==> config.mk <==
export PLATFORM = sky130hd
export DESIGN_NAME = arrs_select_result
export DESIGN_NICKNAME = d
export VERILOG_FILES = /design/src/hdl/arrs_select_result.v /design/src/hdl/arrs_result_fmt.v /design/src/hdl/arrs_conv_track.v
export VERILOG_INCLUDE_DIRS = /design/src /design/src/hdl
export SDC_FILE = /design/constraint.sdc
export NUM_CORES = 1
export LEC_CHECK = 0
export ABC_AREA = 0
export ABC_CLOCK_PERIOD_IN_PS = 1940
export BUFFER_PORTS_ARGS = -buffer_cell sky130_fd_sc_hd__buf_2
export CORE_MARGIN = 3
export CORE_UTILIZATION = 25
export CTS_CLUSTER_SIZE = 8
export DETAILED_ROUTE_END_ITERATION = 8
export GPL_TIMING_DRIVEN = 0
export PLACE_DENSITY = 0.49
export SETUP_SLACK_MARGIN = 0.5
export SYNTH_ARGS = -nofsm -noshare
export SYNTH_HDL_FRONTEND = slang
export SYNTH_SLANG_ARGS = --single-unit
==> constraint.sdc <==
create_clock -name ref_clk -period 1.94 [get_ports ref_clk]
set_input_delay 0 -clock ref_clk [delete_from_list [all_inputs] [get_ports ref_clk]]
set_output_delay 0 -clock ref_clk [all_outputs]
set_load 0.01 [all_outputs]
==> src/hdl/arrs_map.vh <==
`ifndef ARRS_MAP_VH
`define ARRS_MAP_VH

// Register byte addresses
`define ARRS_ADDR_RES_LOW    8'h78
`define ARRS_ADDR_RES_HIGH   8'h79
`define ARRS_ADDR_SELECT     8'h7c
`define ARRS_ADDR_IRQ_STAT   8'h80
`define ARRS_ADDR_IRQ_CLR    8'h81
`define ARRS_ADDR_IRQ_EN     8'h82

// Select register fields
`define ARRS_REF_HI          7
`define ARRS_REF_LO          6
`define ARRS_LJ_BIT          5
`define ARRS_CH_HI           4
`define ARRS_CH_LO           0
`define ARRS_SELECT_RESET    8'h00

// Reference encodings
`define ARRS_REF_EXT_PIN     2'h0
`define ARRS_REF_SUPPLY      2'h1
`define ARRS_REF_RESERVED    2'h2
`define ARRS_REF_INT_1V1     2'h3

// Channel codes from this up to, but not including, the bandgap code are differential pairs
`define ARRS_CH_DIFF_BASE    5'h10
`define ARRS_CH_BANDGAP      5'h1e
`define ARRS_CH_GROUND       5'h1f

// Status bit positions
`define ARRS_IRQ_DONE        0
`define ARRS_IRQ_REF_CHG     1
`define ARRS_IRQ_W           2

`define ARRS_CODE_ZERO       10'h000

`endif

==> src/hdl/arrs_select_result.v <==
// Implementation choice: the plain strobed port.
`timescale 1ns/1ps
`default_nettype none
`include "arrs_map.vh"

//Contract
// - Each finished code is stored into the result register pair.
// - Single-ended results are unsigned codes, 0x000 ground, 0x3FF top step.
// - Differential results are 10-bit two's complement, 0x200 to 0x1FF.
// - Select register at 0x7C: reference 7:6, left-justify 5, channel 4:0.
// - Reference change during conversion applies only after it completes.
// - Reference codes: external pin, analog supply, reserved, internal 1.1V.
// - Left-justify bit chooses left or right layout of the result.
// - Left-justify change alters result presentation at once.
// - Result low at 0x78, high at 0x79, layout per justify bit.
// - Channel change during conversion applies only after it completes.
// - Done flag sets when conversion finishes and result is updated.
module arrs_select_result (
    // Clock and reset
    input  wire       ref_clk,
    input  wire       rst,
    // Register port
    input  wire [7:0] reg_addr,
    input  wire [7:0] reg_wdata,
    input  wire       reg_wr,
    input  wire       reg_rd,
    output reg  [7:0] reg_rdata_q,
    // Converter core
    input  wire       conv_start,
    input  wire       conv_done,
    input  wire [9:0] conv_code,
    output reg  [1:0] core_ref_sel_q,
    output reg  [4:0] core_channel_q,
    output reg        core_diff_q,
    output reg        ref_ext_pin_q,
    output reg        ref_supply_q,
    output reg        ref_internal_q,
    // Status
    output reg        conversion_done_flag_q,
    output reg        busy_q,
    output reg        irq_q
);

    wire       busy_w;
    wire [7:0] res_low_w;
    wire [7:0] res_high_w;

    reg  [7:0] select_q;
    reg  [9:0] code_q;
    reg  [`ARRS_IRQ_W-1:0] irq_stat_q;
    reg  [`ARRS_IRQ_W-1:0] irq_en_q;
    reg  [`ARRS_IRQ_W-1:0] irq_set_d;
    reg  [`ARRS_IRQ_W-1:0] irq_clr_d;
    reg  [`ARRS_IRQ_W-1:0] irq_stat_d;
    reg  [1:0] next_ref_d;
    reg  [4:0] next_ch_d;
    reg        apply_d;

    wire [1:0] sel_ref = select_q[`ARRS_REF_HI:`ARRS_REF_LO];
    wire [4:0] sel_ch  = select_q[`ARRS_CH_HI:`ARRS_CH_LO];

    function is_diff;
        input [4:0] ch;
        begin
            is_diff = (ch >= `ARRS_CH_DIFF_BASE) && (ch < `ARRS_CH_BANDGAP);
        end
    endfunction

    arrs_conv_track u_track (
        .ref_clk    (ref_clk),
        .rst        (rst),
        .conv_start (conv_start),
        .conv_done  (conv_done),
        .busy_q     (busy_w)
    );

    // Acts on stored code at once
    arrs_result_fmt u_fmt (
        .code         (code_q),
        .left_justify (select_q[`ARRS_LJ_BIT]),
        .low_byte     (res_low_w),
        .high_byte    (res_high_w)
    );

    // Live selection passes to the core while idle and on the completing cycle
    always @* begin
        next_ref_d = core_ref_sel_q;
        next_ch_d  = core_channel_q;
        apply_d    = !busy_w || conv_done;
        if (apply_d) begin
            next_ref_d = sel_ref;
            next_ch_d  = sel_ch;
        end
    end

    always @* begin
        irq_set_d = {`ARRS_IRQ_W{1'b0}};
        irq_set_d[`ARRS_IRQ_DONE] = conv_done;
        irq_set_d[`ARRS_IRQ_REF_CHG] = apply_d && (next_ref_d != core_ref_sel_q);
        irq_clr_d = {`ARRS_IRQ_W{1'b0}};
        if (reg_wr && reg_addr == `ARRS_ADDR_IRQ_CLR) begin
            irq_clr_d = reg_wdata[`ARRS_IRQ_W-1:0];
        end
        // Set wins over a clear in the same cycle
        irq_stat_d = (irq_stat_q & ~irq_clr_d) | irq_set_d;
    end

    always @(posedge ref_clk) begin
        if (rst) begin
            select_q               <= `ARRS_SELECT_RESET;
            code_q                 <= `ARRS_CODE_ZERO;
            core_ref_sel_q         <= `ARRS_REF_EXT_PIN;
            core_channel_q         <= 5'h00;
            core_diff_q            <= 1'b0;
            ref_ext_pin_q          <= 1'b1;
            ref_supply_q           <= 1'b0;
            ref_internal_q         <= 1'b0;
            conversion_done_flag_q <= 1'b0;
            busy_q                 <= 1'b0;
            irq_stat_q             <= {`ARRS_IRQ_W{1'b0}};
            irq_en_q               <= {`ARRS_IRQ_W{1'b0}};
            irq_q                  <= 1'b0;
            reg_rdata_q            <= 8'h00;
        end else begin
            if (reg_wr && reg_addr == `ARRS_ADDR_SELECT) begin
                select_q <= reg_wdata;
            end
            if (reg_wr && reg_addr == `ARRS_ADDR_IRQ_EN) begin
                irq_en_q <= reg_wdata[`ARRS_IRQ_W-1:0];
            end
            if (conv_done) begin
                code_q <= conv_code;
            end
            if (conv_done) begin
                conversion_done_flag_q <= 1'b1;
            end else if (conv_start) begin
                conversion_done_flag_q <= 1'b0;
            end
            core_ref_sel_q <= next_ref_d;
            core_channel_q <= next_ch_d;
            core_diff_q    <= is_diff(next_ch_d);
            ref_ext_pin_q  <= (next_ref_d == `ARRS_REF_EXT_PIN);
            ref_supply_q   <= (next_ref_d == `ARRS_REF_SUPPLY);
            ref_internal_q <= (next_ref_d == `ARRS_REF_INT_1V1);
            busy_q         <= busy_w;
            irq_stat_q     <= irq_stat_d;
            irq_q          <= |(irq_stat_d & irq_en_q);
            reg_rdata_q    <= 8'h00;
            if (reg_rd) begin
                case (reg_addr)
                    `ARRS_ADDR_RES_LOW:  reg_rdata_q <= res_low_w;
                    `ARRS_ADDR_RES_HIGH: reg_rdata_q <= res_high_w;
                    `ARRS_ADDR_SELECT:   reg_rdata_q <= select_q;
                    `ARRS_ADDR_IRQ_STAT: reg_rdata_q <= {6'h00, irq_stat_q};
                    `ARRS_ADDR_IRQ_EN:   reg_rdata_q <= {6'h00, irq_en_q};
                    default:             reg_rdata_q <= 8'h00;
                endcase
            end
        end
    end

endmodule
`default_nettype wire

==> src/hdl/arrs_result_fmt.v <==
`timescale 1ns/1ps
`default_nettype none
`include "arrs_map.vh"

// Lays a stored 10-bit code out over the low and high result bytes
module arrs_result_fmt (
    // Stored code and layout
    input  wire [9:0] code,
    input  wire       left_justify,
    // Presented bytes
    output reg  [7:0] low_byte,
    output reg  [7:0] high_byte
);

    always @* begin
        if (left_justify) begin
            high_byte = code[9:2];
            low_byte  = {code[1:0], 6'h00};
        end else begin
            high_byte = {6'h00, code[9:8]};
            low_byte  = code[7:0];
        end
    end

endmodule
`default_nettype wire

==> src/hdl/arrs_conv_track.v <==
`timescale 1ns/1ps
`default_nettype none
`include "arrs_map.vh"

// Tracks whether the core is busy, from its start and done pulses
module arrs_conv_track (
    // Clock and reset
    input  wire ref_clk,
    input  wire rst,
    // Core handshake
    input  wire conv_start,
    input  wire conv_done,
    // State
    output reg  busy_q
);

    always @(posedge ref_clk) begin
        if (rst) begin
            busy_q <= 1'b0;
        end else if (conv_done) begin
            busy_q <= conv_start;
        end else if (conv_start) begin
            busy_q <= 1'b1;
        end
    end

endmodule
`default_nettype wire

# Word level (Yosys, flattened, before mapping)
# Cells that the tools add are included.
# word_totals
regBits	45
in_bits	32
wordCells	52
# op_classes
order_cmp	2
eq_ne	9
n_mux	10
bitwise_logic	5
n_reduce_logical	11
# op_table
operator	count
$pmux W8 S5	1
$eq A8 B7 Y1 const B	3
$eq A8 B8 Y1 const B	3
$mux W8	2
$ge A5 B5 Y1 const B	1
$logic_and A1 B1 Y1	5
$lt A5 B5 Y1 const B	1
$mux W5	1
$and A2 B2 Y2	2
$mux W1	4
$mux W2	2
$reduce_or A2 Y1	2
$eq A2 B1 Y1 const B	1
$eq A2 B2 Y1 const B	1
$logic_not A2 Y1	1
$ne A2 B2 Y1	1
$not A2 Y2	1
$or A2 B2 Y2	1
$reduce_bool A2 Y1	1
$logic_not A1 Y1	1
$logic_or A1 B1 Y1	1
$not A1 Y1	1

# Depth between registers and ports, before layout
# Gate-level depths: netlist of the first run.
# logic_depth
depth_word	8
mapped_depth	6

# Cells and area by module
# Synthesis of the first run repeated with hierarchy kept, for this count alone.
# hier_totals
hier_cells	213
hier_area_um2	1995.7
# modules_own_cells
module	instances	cells_per_inst	area_each_um2	seq_area_each_um2
arrs_select_result	1	191	1799.2	880.8
arrs_result_fmt	1	18	157.7	0.0
arrs_conv_track	1	4	38.8	20.0

# Worst setup path before layout of the first run
# Ideal clock, no wire load.
# synth_path
path_type	input to register
start	input port reg_addr[6]
end	register irq_q
setup_ns	0.117
arrival_time_ns	1.264
required_ns	1.823
setup_slack_ns	0.560
cell_stages	5
path_buffers	1
cell_sequence	or4b_1 buf_2 o41ai_1 a21oi_1 a22o_1
# synth_between
elab_chain_len	8
# synth_lines
element	line	text
start: declaration	arrs_select_result.v:23	input wire [7:0] reg_addr,
$eq A8 B8 Y1 (no source line)	-	
$logic_and A1 B1 Y1 (no source line)	-	
$mux W2	arrs_select_result.v:101	if (reg_wr && reg_addr == `ARRS_ADDR_IRQ_CLR) begin
$not A2 Y2	arrs_select_result.v:105	irq_stat_d = (irq_stat_q & ~irq_clr_d) | irq_set_d;
$and A2 B2 Y2	arrs_select_result.v:105	
$or A2 B2 Y2	arrs_select_result.v:105	
$and A2 B2 Y2	arrs_select_result.v:147	irq_q <= |(irq_stat_d & irq_en_q);
$reduce_or A2 Y1	arrs_select_result.v:147	
end signal: assignment	arrs_select_result.v:147	
end: declaration	arrs_select_result.v:41	output reg irq_q
# Every way passes these cells.
# A chain may end at the register's enable or synchronous reset.

# Worst setup path after layout of the first run
# Ends and elaborated chain as after synthesis.

==> metrics.yaml, run 1 <==
outcome: "completed"
clock_latency_ns: 0.29
ys_seq_area_frac: 0.475
post_drt_via_cell_ratio: 4.41
drtIter0Drc: 39
die_width_um: 93.1
grt_max_degree: 15
synth-seq-cells: 45
multiInputGateArea_um2: 941
boundaryPins: 54
dpl_cell_area_um2: 2280
yosys.area.top_type: "dfxtp_1"
fmax_mhz: 766
cts_root_buf: "clkbuf_8"
finalCritPeriodShare: 0.673
async_reset_ff_frac: 0
min_path_type: "primary input to flop"
drt-wirelength-per-cell_um: 13.4
cp_max_fo: 7
syn_area_per_cell_um2: 9.34
syn-num-nets: 235
tritoncts: "done"
initial_utilization: 0.260
drc: 0
synthDistinctLibCells: 39
swShare: 0.241
postLayoutCellArea_um2: 2620
synth_commonest_cells: "45 x dfxtp_1, 31 x nor2_1, 23 x mux2i_1, 17 x a21oi_1, 17 x nand2_1"
max-cap-violations: 0
clockPowerShare: 0.350
crit_top_cell: "buf_2"
first_pass_iters: 4
yosysMostFrequentCell: "dfxtp_1"
htreeDepth: 2
synthTopCellsByArea: "dfxtp_1 48%, mux2i_1 12%, nor2_1 6.1%"
diodes: 0
critical_path_class: "primary input to flop"
fin_crit_ns: 1.31
min_path_cells: 2
p_comb_frac: 0.100
regArea_um2: 901
fin_skew_ns: 0.00446
tns_ns: 0
synthFlopType: "dfxtp_1"
hold_viol_final: 0
die_area_um2: 8660
rsz0062_at_grt: "yes"
drt_wl_total_um: 5130
final_nets: 316
numCtsBuffers: 5
cellPowerDensity_nw_per_um2: 664
netlist.area_leader.share: 0.475
worstPathBufferInverterCount: 2
yosysWarnings: 0
path_cells: "buf_2 -> or4b_1 -> buf_2 -> o41ai_1 -> a21oi_1 -> a22o_1"
area_growth_pct: 38.1
syn_inst: 203
p_sw_uw: 419
rr_worst_depth: 5
slew_violations: 0
die_height_um: 93.1
layout_setup_ws_ns: 0.634
crit_required_ns: 2.13
maxSlewHeadroom: 0.527
clk_path_buf_depth: 2
grt_pass1_vias: 1663
cp_slowest_cell: "or4b_1"
start_kind: "primary input"
rows: 31
clk_pin_slew_ns: 0.08
place_congestion: 0.787
pre_cts_slack_ns: 0.243
drive_above_1_share: 0.267
drtAntennaViolNets: 0
ir_drop_mv: 0.298
finalSetupViolations: 0
hpwlAfterDp_um: 3810
grt_pass1_wl_um: 8280
synth_edf_count: 0
slowest_delay_ns: 0.51
track_usage: 0.122
core-area_um2: 7290
cp.depth: 6
cts_sinks: 45
gr-total-overflow: 0
antenna_found_initial: 0
critPathTopFamily: "compound AO/OA/AOI/OAI gates"
syn_area_um2: 1900
leakage_nw: 1.03
intPower_mw: 1.32
p_seq_frac: 0.550
nFillCells: 794
cp-end-kind: "flop"
portBuffers: 52
crit_arrival_ns: 1.50
dr_total_vias: 1693
tightest_slew_ns: 0.709
state kept, by name, indices dropped and copies added (netlist names), named ones only:
name and count:
ref_supply_q 1, irq_stat_q 2, irq_en_q 2, conversion_done_flag_q 1, u_track.busy_q 1, reg_rdata_q 8, core_ref_sel_q 2, irq_q 1
code_q 10, ref_ext_pin_q 1, ref_internal_q 1, core_channel_q 4, core_diff_q 1, select_q 8, busy_q 1
worst paths after layout:
path	slack, ns	from	to
setup / recovery	0.63	reg_addr[6]	irq_q
hold / removal	0.0003	rst	core_ref_sel_q[0]
setup reg to reg	0.65	select_q[5]	reg_rdata_q[6]
hold reg to reg	0.46	flop	flop
power by group through the flow:
stage | logic [mW] | clock network (mW) | registers, mW
finish | 0.174 | 0.608 | 0.955
floorplan | 0.0777 | 0 | 0.972
detailed placement | 0.141 | 0 | 0.977
global route | 0.193 | 0.669 | 0.957
CTS | 0.173 | 0.633 | 0.955
global placement | 0.141 | 0 | 0.977
layer usage:
| layer | vias to the layer above | GRT usage | routed length [um] |
|---|---|---|---|
| li1 | 883 | - | - |
| met1 | 773 | 0.154 | 2390 |
| met2 | 33 | 0.205 | 2450 |
| met3 | 4 | 0.0322 | 230 |
| met4 | 0 | 0.0366 | 65 |
| met5 | - | 0 | 0 |
cell usage in the layout, fill, tap and decap left out, types with 5 or more instances in the layout:
master / count
clkbuf_1: 5
dfxtp_1: 45
dlygate4sd3_1: 21
a21oi_1: 17
nor3b_1: 5
nor2_1: 31
nor2b_1: 5
clkbuf_8: 6
mux2i_1: 23
buf_2: 55
nand2_1: 17
worst register-to-register path, delay by kind of cell, from the launching register on:
| family | cells | cell delay, ns |
|---|---|---|
| compound gates | 2 | 0.32 |
| buf+inv | 1 | 0.20 |
| flops | 1 | 0.40 |
| mux | 1 | 0.19 |
| simple gates | 1 | 0.05 |
timing repair:
| item | CTS | global route |
|---|---|---|
| hold endpoints to repair | 22 | 1 |
| hold buffers | 20 | 1 |
| pin swaps | 0 | 1 |
| endpoints found under the setup margin | 5 | 18 |
| resized for setup | 1 | 5 |
| buffers inserted | 0 | 1 |
through the flow:
stage	total power, mW	util	hold slack (ns)	instances
after floorplan	1.05	-	0.0769	203
after global placement	1.12	0.313	0.239	354
after detailed placement	1.12	0.313	0.246	354
after CTS	1.76	0.353	0.000698	382
after global routing	1.82	0.359	0.00848	384
final	1.74	0.359	0.000266	384
cell families (layout without fill, tap and decap cells):
family / Yosys count / count (layout) / share of synthesized area
and+or+nand+nor: 83 / 83 / 0.233
DFF: 45 / 45 / 0.475
AOI/OAI and AO/OA: 33 / 33 / 0.117
muxes: 25 / 25 / 0.133
buffers and inverters: 15 / 97 / 0.0317
xor gates and xnor gates: 2 / 2 / 0.00924
final cells by class:
cell class	instances	share of cell area
clock inverters	2	0.00526
multi-input cells	143	0.359
repair buffers	74	0.187
flip-flops and latches	45	0.344
well taps	99	0.0473
inverters	2	0.00287
plain buffers	13	0.0220
clock buffers	6	0.0315
Note: power is estimated with default switching activity, not from simulation.
==> inputs of run 2 (changes only) <==
--- a/config.mk
+++ b/config.mk
@@ -7,14 +7,14 @@
 export NUM_CORES = 1
 export LEC_CHECK = 0
 export ABC_AREA = 0
-export ABC_CLOCK_PERIOD_IN_PS = 1940
+export ABC_CLOCK_PERIOD_IN_PS = 1150
 export BUFFER_PORTS_ARGS = -buffer_cell sky130_fd_sc_hd__buf_2
 export CORE_MARGIN = 3
 export CORE_UTILIZATION = 25
 export CTS_CLUSTER_SIZE = 8
 export DETAILED_ROUTE_END_ITERATION = 8
 export GPL_TIMING_DRIVEN = 0
-export PLACE_DENSITY = 0.49
+export PLACE_DENSITY = 0.51
 export SETUP_SLACK_MARGIN = 0.5
 export SYNTH_ARGS = -nofsm -noshare
 export SYNTH_HDL_FRONTEND = slang
==> constraint.sdc (replaced) <==
create_clock -name ref_clk -period 1.15 [get_ports ref_clk]
set_input_delay 0 -clock ref_clk [delete_from_list [all_inputs] [get_ports ref_clk]]
set_output_delay 0 -clock ref_clk [all_outputs]
set_load 0.01 [all_outputs]
==> metrics.yaml, run 2 (same netlist as run 1, synthesis figures left out) <==
cellPowerDensity_nw_per_um2: 1000
first_pass_iters: 4
tritoncts: "done"
cts_root_buf: "clkbuf_8"
cp_max_fo: 5
clk_pin_slew_ns: 0.08
critical_path_class: "flop to flop"
tightest_slew_ns: 0.476
rsz0062_at_grt: "yes"
drt_wl_total_um: 5490
place_congestion: 0.779
reg_top3: "code_q (10), reg_rdata_q (8), select_q (8)"
crit_arrival_ns: 1.35
r2r-start: "select_q[5]"
numCtsBuffers: 5
nFillCells: 725
p_total_mw: 3.22
intPower_mw: 2.50
die_width_um: 93.1
stdcell_count: 391
area_growth_pct: 69.7
tns_ns: -0.0672
rows: 31
postLayoutCellArea_um2: 3220
grt_pass1_wl_um: 8680
finalSetupViolations: 4
drive_above_1_share: 0.517
layout_setup_ws_ns: -0.0317
leakage_nw: 1.35
drtAntennaViolNets: 0
dp.cells: 354
diodes: 0
drc: 0
finalCritPeriodShare: 1.03
grt_max_degree: 14
fin_crit_ns: 1.18
cp_slowest_cell: "dfxtp_4"
maxSlewHeadroom: 0.682
fin_skew_ns: 0.00531
gr-total-overflow: 0
min_path_type: "primary input to flop"
cp-end-kind: "flop"
die_height_um: 93.1
clk_path_buf_depth: 2
grt_pass1_vias: 1732
outcome: "complete, but fails checks"
fmax_mhz: 846
final_nets: 323
slew_violations: 0
cts_hold_buf: 16
core-area_um2: 7290
startpoint: "select_q[5]"
dpl_cell_area_um2: 2330
hold_slack_ns: -0.0366
hold_viol_final: 5
post_drt_via_cell_ratio: 4.59
initial_utilization: 0.260
swShare: 0.226
hpwlAfterDp_um: 3780
track_usage: 0.128
p_seq_frac: 0.496
layout_commonest_cell: "buf_2"
portBuffers: 52
slowest_delay_ns: 0.40
clock_latency_ns: 0.29
p_comb_frac: 0.123
die_area_um2: 8660
path_cells: "mux2_2 -> a32oi_1 -> a21oi_2"
crit_required_ns: 1.32
cts_sinks: 45
drt-wirelength-per-cell_um: 14.0
max-cap-violations: 0
violations: "hold timing, setup timing"
ir_drop_mv: 0.491
dr_total_vias: 1793
p_sw_uw: 728
boundaryPins: 54
final_cell_mix: "38 x buf_2, 30 x nor2_1, 24 x dfxtp_1"
clockPowerShare: 0.381
regMostFlops: "code_q"
largest_reg_flops: 10
min_from: "conv_code[5]"
drtIter0Drc: 32
antenna_found_initial: 0
start_kind: "flop"
htreeDepth: 2
[run 2: worst paths after layout]
| kind | endpoint | slack [ns] | depth (start not counted) |
|---|---|---|---|
| min | code_q[5] | -0.04 | 3 |
| max reg2reg | reg_rdata_q[0] | -0.03 | 3 |
| min reg2reg | flop | 0.47 | 2 |
| max | reg_rdata_q[0] | -0.03 | 3 |
[run 2: power groups by stage]
stage	Combinational [mW]	Sequential (mW)	Clock, mW
3_5_place_dp	0.254	1.65	0
4_1_cts	0.352	1.60	1.27
3_3_place_gp	0.254	1.65	0
6_report	0.396	1.60	1.23
5_1_grt	0.429	1.60	1.33
2_1_floorplan	0.144	1.64	0
[run 2: worst max-delay path: cells and delay by family (launching register included)]
kind	cells	cell delay, ns
AO/OA/AOI/OAI	2	0.31
flip-flops	1	0.40
multiplexers	1	0.36
[run 2: layout make-up]
cell class	instances	area, um^2	share of cell area
plain buffers	13	139	0.0432
well taps	99	124	0.0385
clock inverters	1	30.0	0.00933
clock buffers	7	86.3	0.0268
flip-flops and latches	45	945	0.294
multi-input cells	143	1170	0.365
repair buffers	81	711	0.221
inverters	2	7.51	0.00233
[run 2: per-stage QoR]
step | setup slack (ns) | util
after floorplan | -0.189 | -
after global placement | -0.495 | 0.320
after detailed placement | -0.491 | 0.320
after CTS | -0.000314 | 0.409
after global routing | -0.106 | 0.441
final | -0.0317 | 0.441
[run 2: repair_timing]
item | 4_1_cts | 5_1_grt
hold endpoints to repair | 22 | 3
resized for setup | 76 | 44
gates cloned | 0 | 1
setup buffers | 5 | 7
pin swaps | 22 | 25
setup endpoints to repair | 65 | 66
[run 2: routing by layer]
| layer | global-route usage | up-vias | part of all wire |
|---|---|---|---|
| li1 | - | 896 | - |
| met1 | 0.156 | 841 | 0.44 |
| met2 | 0.215 | 47 | 0.50 |
| met3 | 0.0386 | 9 | 0.047 |
| met4 | 0.0440 | 0 | 0.016 |
| met5 | 0 | - | 0 |
==> inputs of run 3 (changes only) <==
--- a/config.mk
+++ b/config.mk
@@ -10,11 +10,11 @@
 export ABC_CLOCK_PERIOD_IN_PS = 1150
 export BUFFER_PORTS_ARGS = -buffer_cell sky130_fd_sc_hd__buf_2
 export CORE_MARGIN = 3
-export CORE_UTILIZATION = 25
+export CORE_UTILIZATION = 46
 export CTS_CLUSTER_SIZE = 8
 export DETAILED_ROUTE_END_ITERATION = 8
 export GPL_TIMING_DRIVEN = 0
-export PLACE_DENSITY = 0.51
+export PLACE_DENSITY = 0.75
 export SETUP_SLACK_MARGIN = 0.5
 export SYNTH_ARGS = -nofsm -noshare
 export SYNTH_HDL_FRONTEND = slang
==> metrics.yaml, run 3 (same netlist as run 1, synthesis figures left out) <==
rsz0062_at_grt: "yes"
ir_drop_mv: 0.792
tns_ns: -0.206
final_cell_mix: "43 x buf_2, 30 x nor2_1, 23 x dfxtp_1"
area_growth_pct: 63.3
routed.top_layer: "met4"
max-cap-violations: 0
clock_latency_ns: 0.31
numCtsBuffers: 5
track_usage: 0.221
boundaryPins: 54
antenna_found_initial: 0
grt_pass1_wl_um: 8650
cp_slowest_cell: "dfxtp_4"
die_height_um: 70.2
grt_pass1_vias: 1799
clk_path_buf_depth: 2
core-area_um2: 3830
die_width_um: 70.2
cellPowerDensity_nw_per_um2: 972
met2_length_um: 3120
multiInputGateArea_um2: 1210
cp-end-kind: "flop"
dr_total_vias: 1893
htreeDepth: 2
cp_max_fo: 5
path_cells: "buf_6 -> mux2i_1 -> o21ai_1 -> a22oi_1 -> nor2_1"
cts_root_buf: "clkbuf_8"
hold_viol_final: 3
fmax_mhz: 823
place_congestion: 0.831
hpwlAfterDp_um: 3210
dr_wl_met3_um: 349
first_pass_iters: 4
drive_above_1_share: 0.532
drtIter0Drc: 129
largest_reg_flops: 10
initial_utilization: 0.495
diodes: 0
grt_max_degree: 14
maxSlewHeadroom: 0.665
hold_slack_ns: -0.0297
portBuffers: 52
violations: "hold timing, setup timing"
cts_sinks: 45
tightest_slew_ns: 0.503
finalCritPeriodShare: 1.06
start_kind: "flop"
nFillCells: 226
regArea_um2: 943
drc: 0
drt_wl_total_um: 5900
die_area_um2: 4930
rows: 22
post_drt_via_cell_ratio: 5.52
tritoncts: "done"
layout_commonest_cell: "buf_2"
pre_cts_slack_ns: -0.441
drtAntennaViolNets: 0
critical_path_class: "flop to flop"
finalSetupViolations: 6
drt-wirelength-per-cell_um: 17.2
fin_crit_ns: 1.22
gr-total-overflow: 0
clk_pin_slew_ns: 0.09
slew_violations: 0
min_path_type: "primary input to flop"
reg_top3: "code_q (10), reg_rdata_q (8), select_q (8)"
outcome: "complete, but fails checks"
final_nets: 327
layout_setup_ws_ns: -0.0655
fin_skew_ns: 0.00730
slowest_delay_ns: 0.40
regMostFlops: "code_q"
crit_arrival_ns: 1.40
crit_required_ns: 1.33
leakage_nw: 1.34
m1WireLength_um: 2220
run 3: changes by cell type in the layout (fill, tap and decap cells not counted), sizes merged:
cell,before,now
bufinv,1,0
buf,72,78
dlymetal6s4s,6,7
clkinvlp,0,1
clkbuf,13,9
run 3: critical path: cells and delay by family, from the launching register on:
kind | cells | cell delay, ns
DFF | 1 | 0.40
AOI/OAI and AO/OA | 2 | 0.30
muxes | 1 | 0.19
and+or+nand+nor | 1 | 0.06
buffers and inverters | 1 | 0.14
run 3: repair_timing:
| item | in CTS | in global routing |
|---|---|---|
| endpoints found under the hold margin | 22 | 0 |
| endpoints found under the setup margin | 65 | 66 |
| cloned | 1 | 0 |
| hold buffers | 17 | 0 |
| buffers inserted | 7 | 8 |
| pin swaps | 19 | 26 |
| resized for setup | 55 | 64 |
run 3: area by class of cell:
class / instances / area share
multi-input combinational: 143 / 0.391
sequential: 45 / 0.305
timing repair buffer: 85 / 0.215
buffer: 13 / 0.0380
clock buffer: 6 / 0.0267
tap: 48 / 0.0194
clock inverter: 1 / 0.00243
inverter: 2 / 0.00243
run 3: per-stage QoR:
stage / std cells / area [um^2] / total power [mW] / util
after floorplan: 203 / 1950 / 1.78 / -
after global placement: 303 / 2270 / 1.89 / 0.594
after detailed placement: 303 / 2270 / 1.89 / 0.594
after CTS: 335 / 2830 / 2.96 / 0.739
after global routing: 343 / 3100 / 3.13 / 0.809
final: 343 / 3100 / 3.01 / 0.809
run 3: path summary, 6_finish.rpt:
kind	end	cells after the start	start	slack, ns
worst max-delay path	reg_rdata_q[6]	5	select_q[5]	-0.07
worst min-delay path	select_q[0]	3	reg_wdata[0]	-0.03
worst max register to register	reg_rdata_q[6]	5	select_q[5]	-0.07
worst min register to register	busy_q	1	u_track.busy_q	0.49
run 3: where the power goes:
group / leakage [nW] / switching [mW] / internal (mW)
combinational: 0.926 / 0.193 / 0.196
clock: 0.0433 / 0.543 / 0.475
sequential: 0.376 / 0.0246 / 1.58
total: 1.34 / 0.761 / 2.25
run 3: routing by layer:
metal	GRT usage	vias to the layer above
met3	0.0547	20
met2	0.377	78
li1	-	898
met5	0	-
met4	0.0894	0
met1	0.265	897
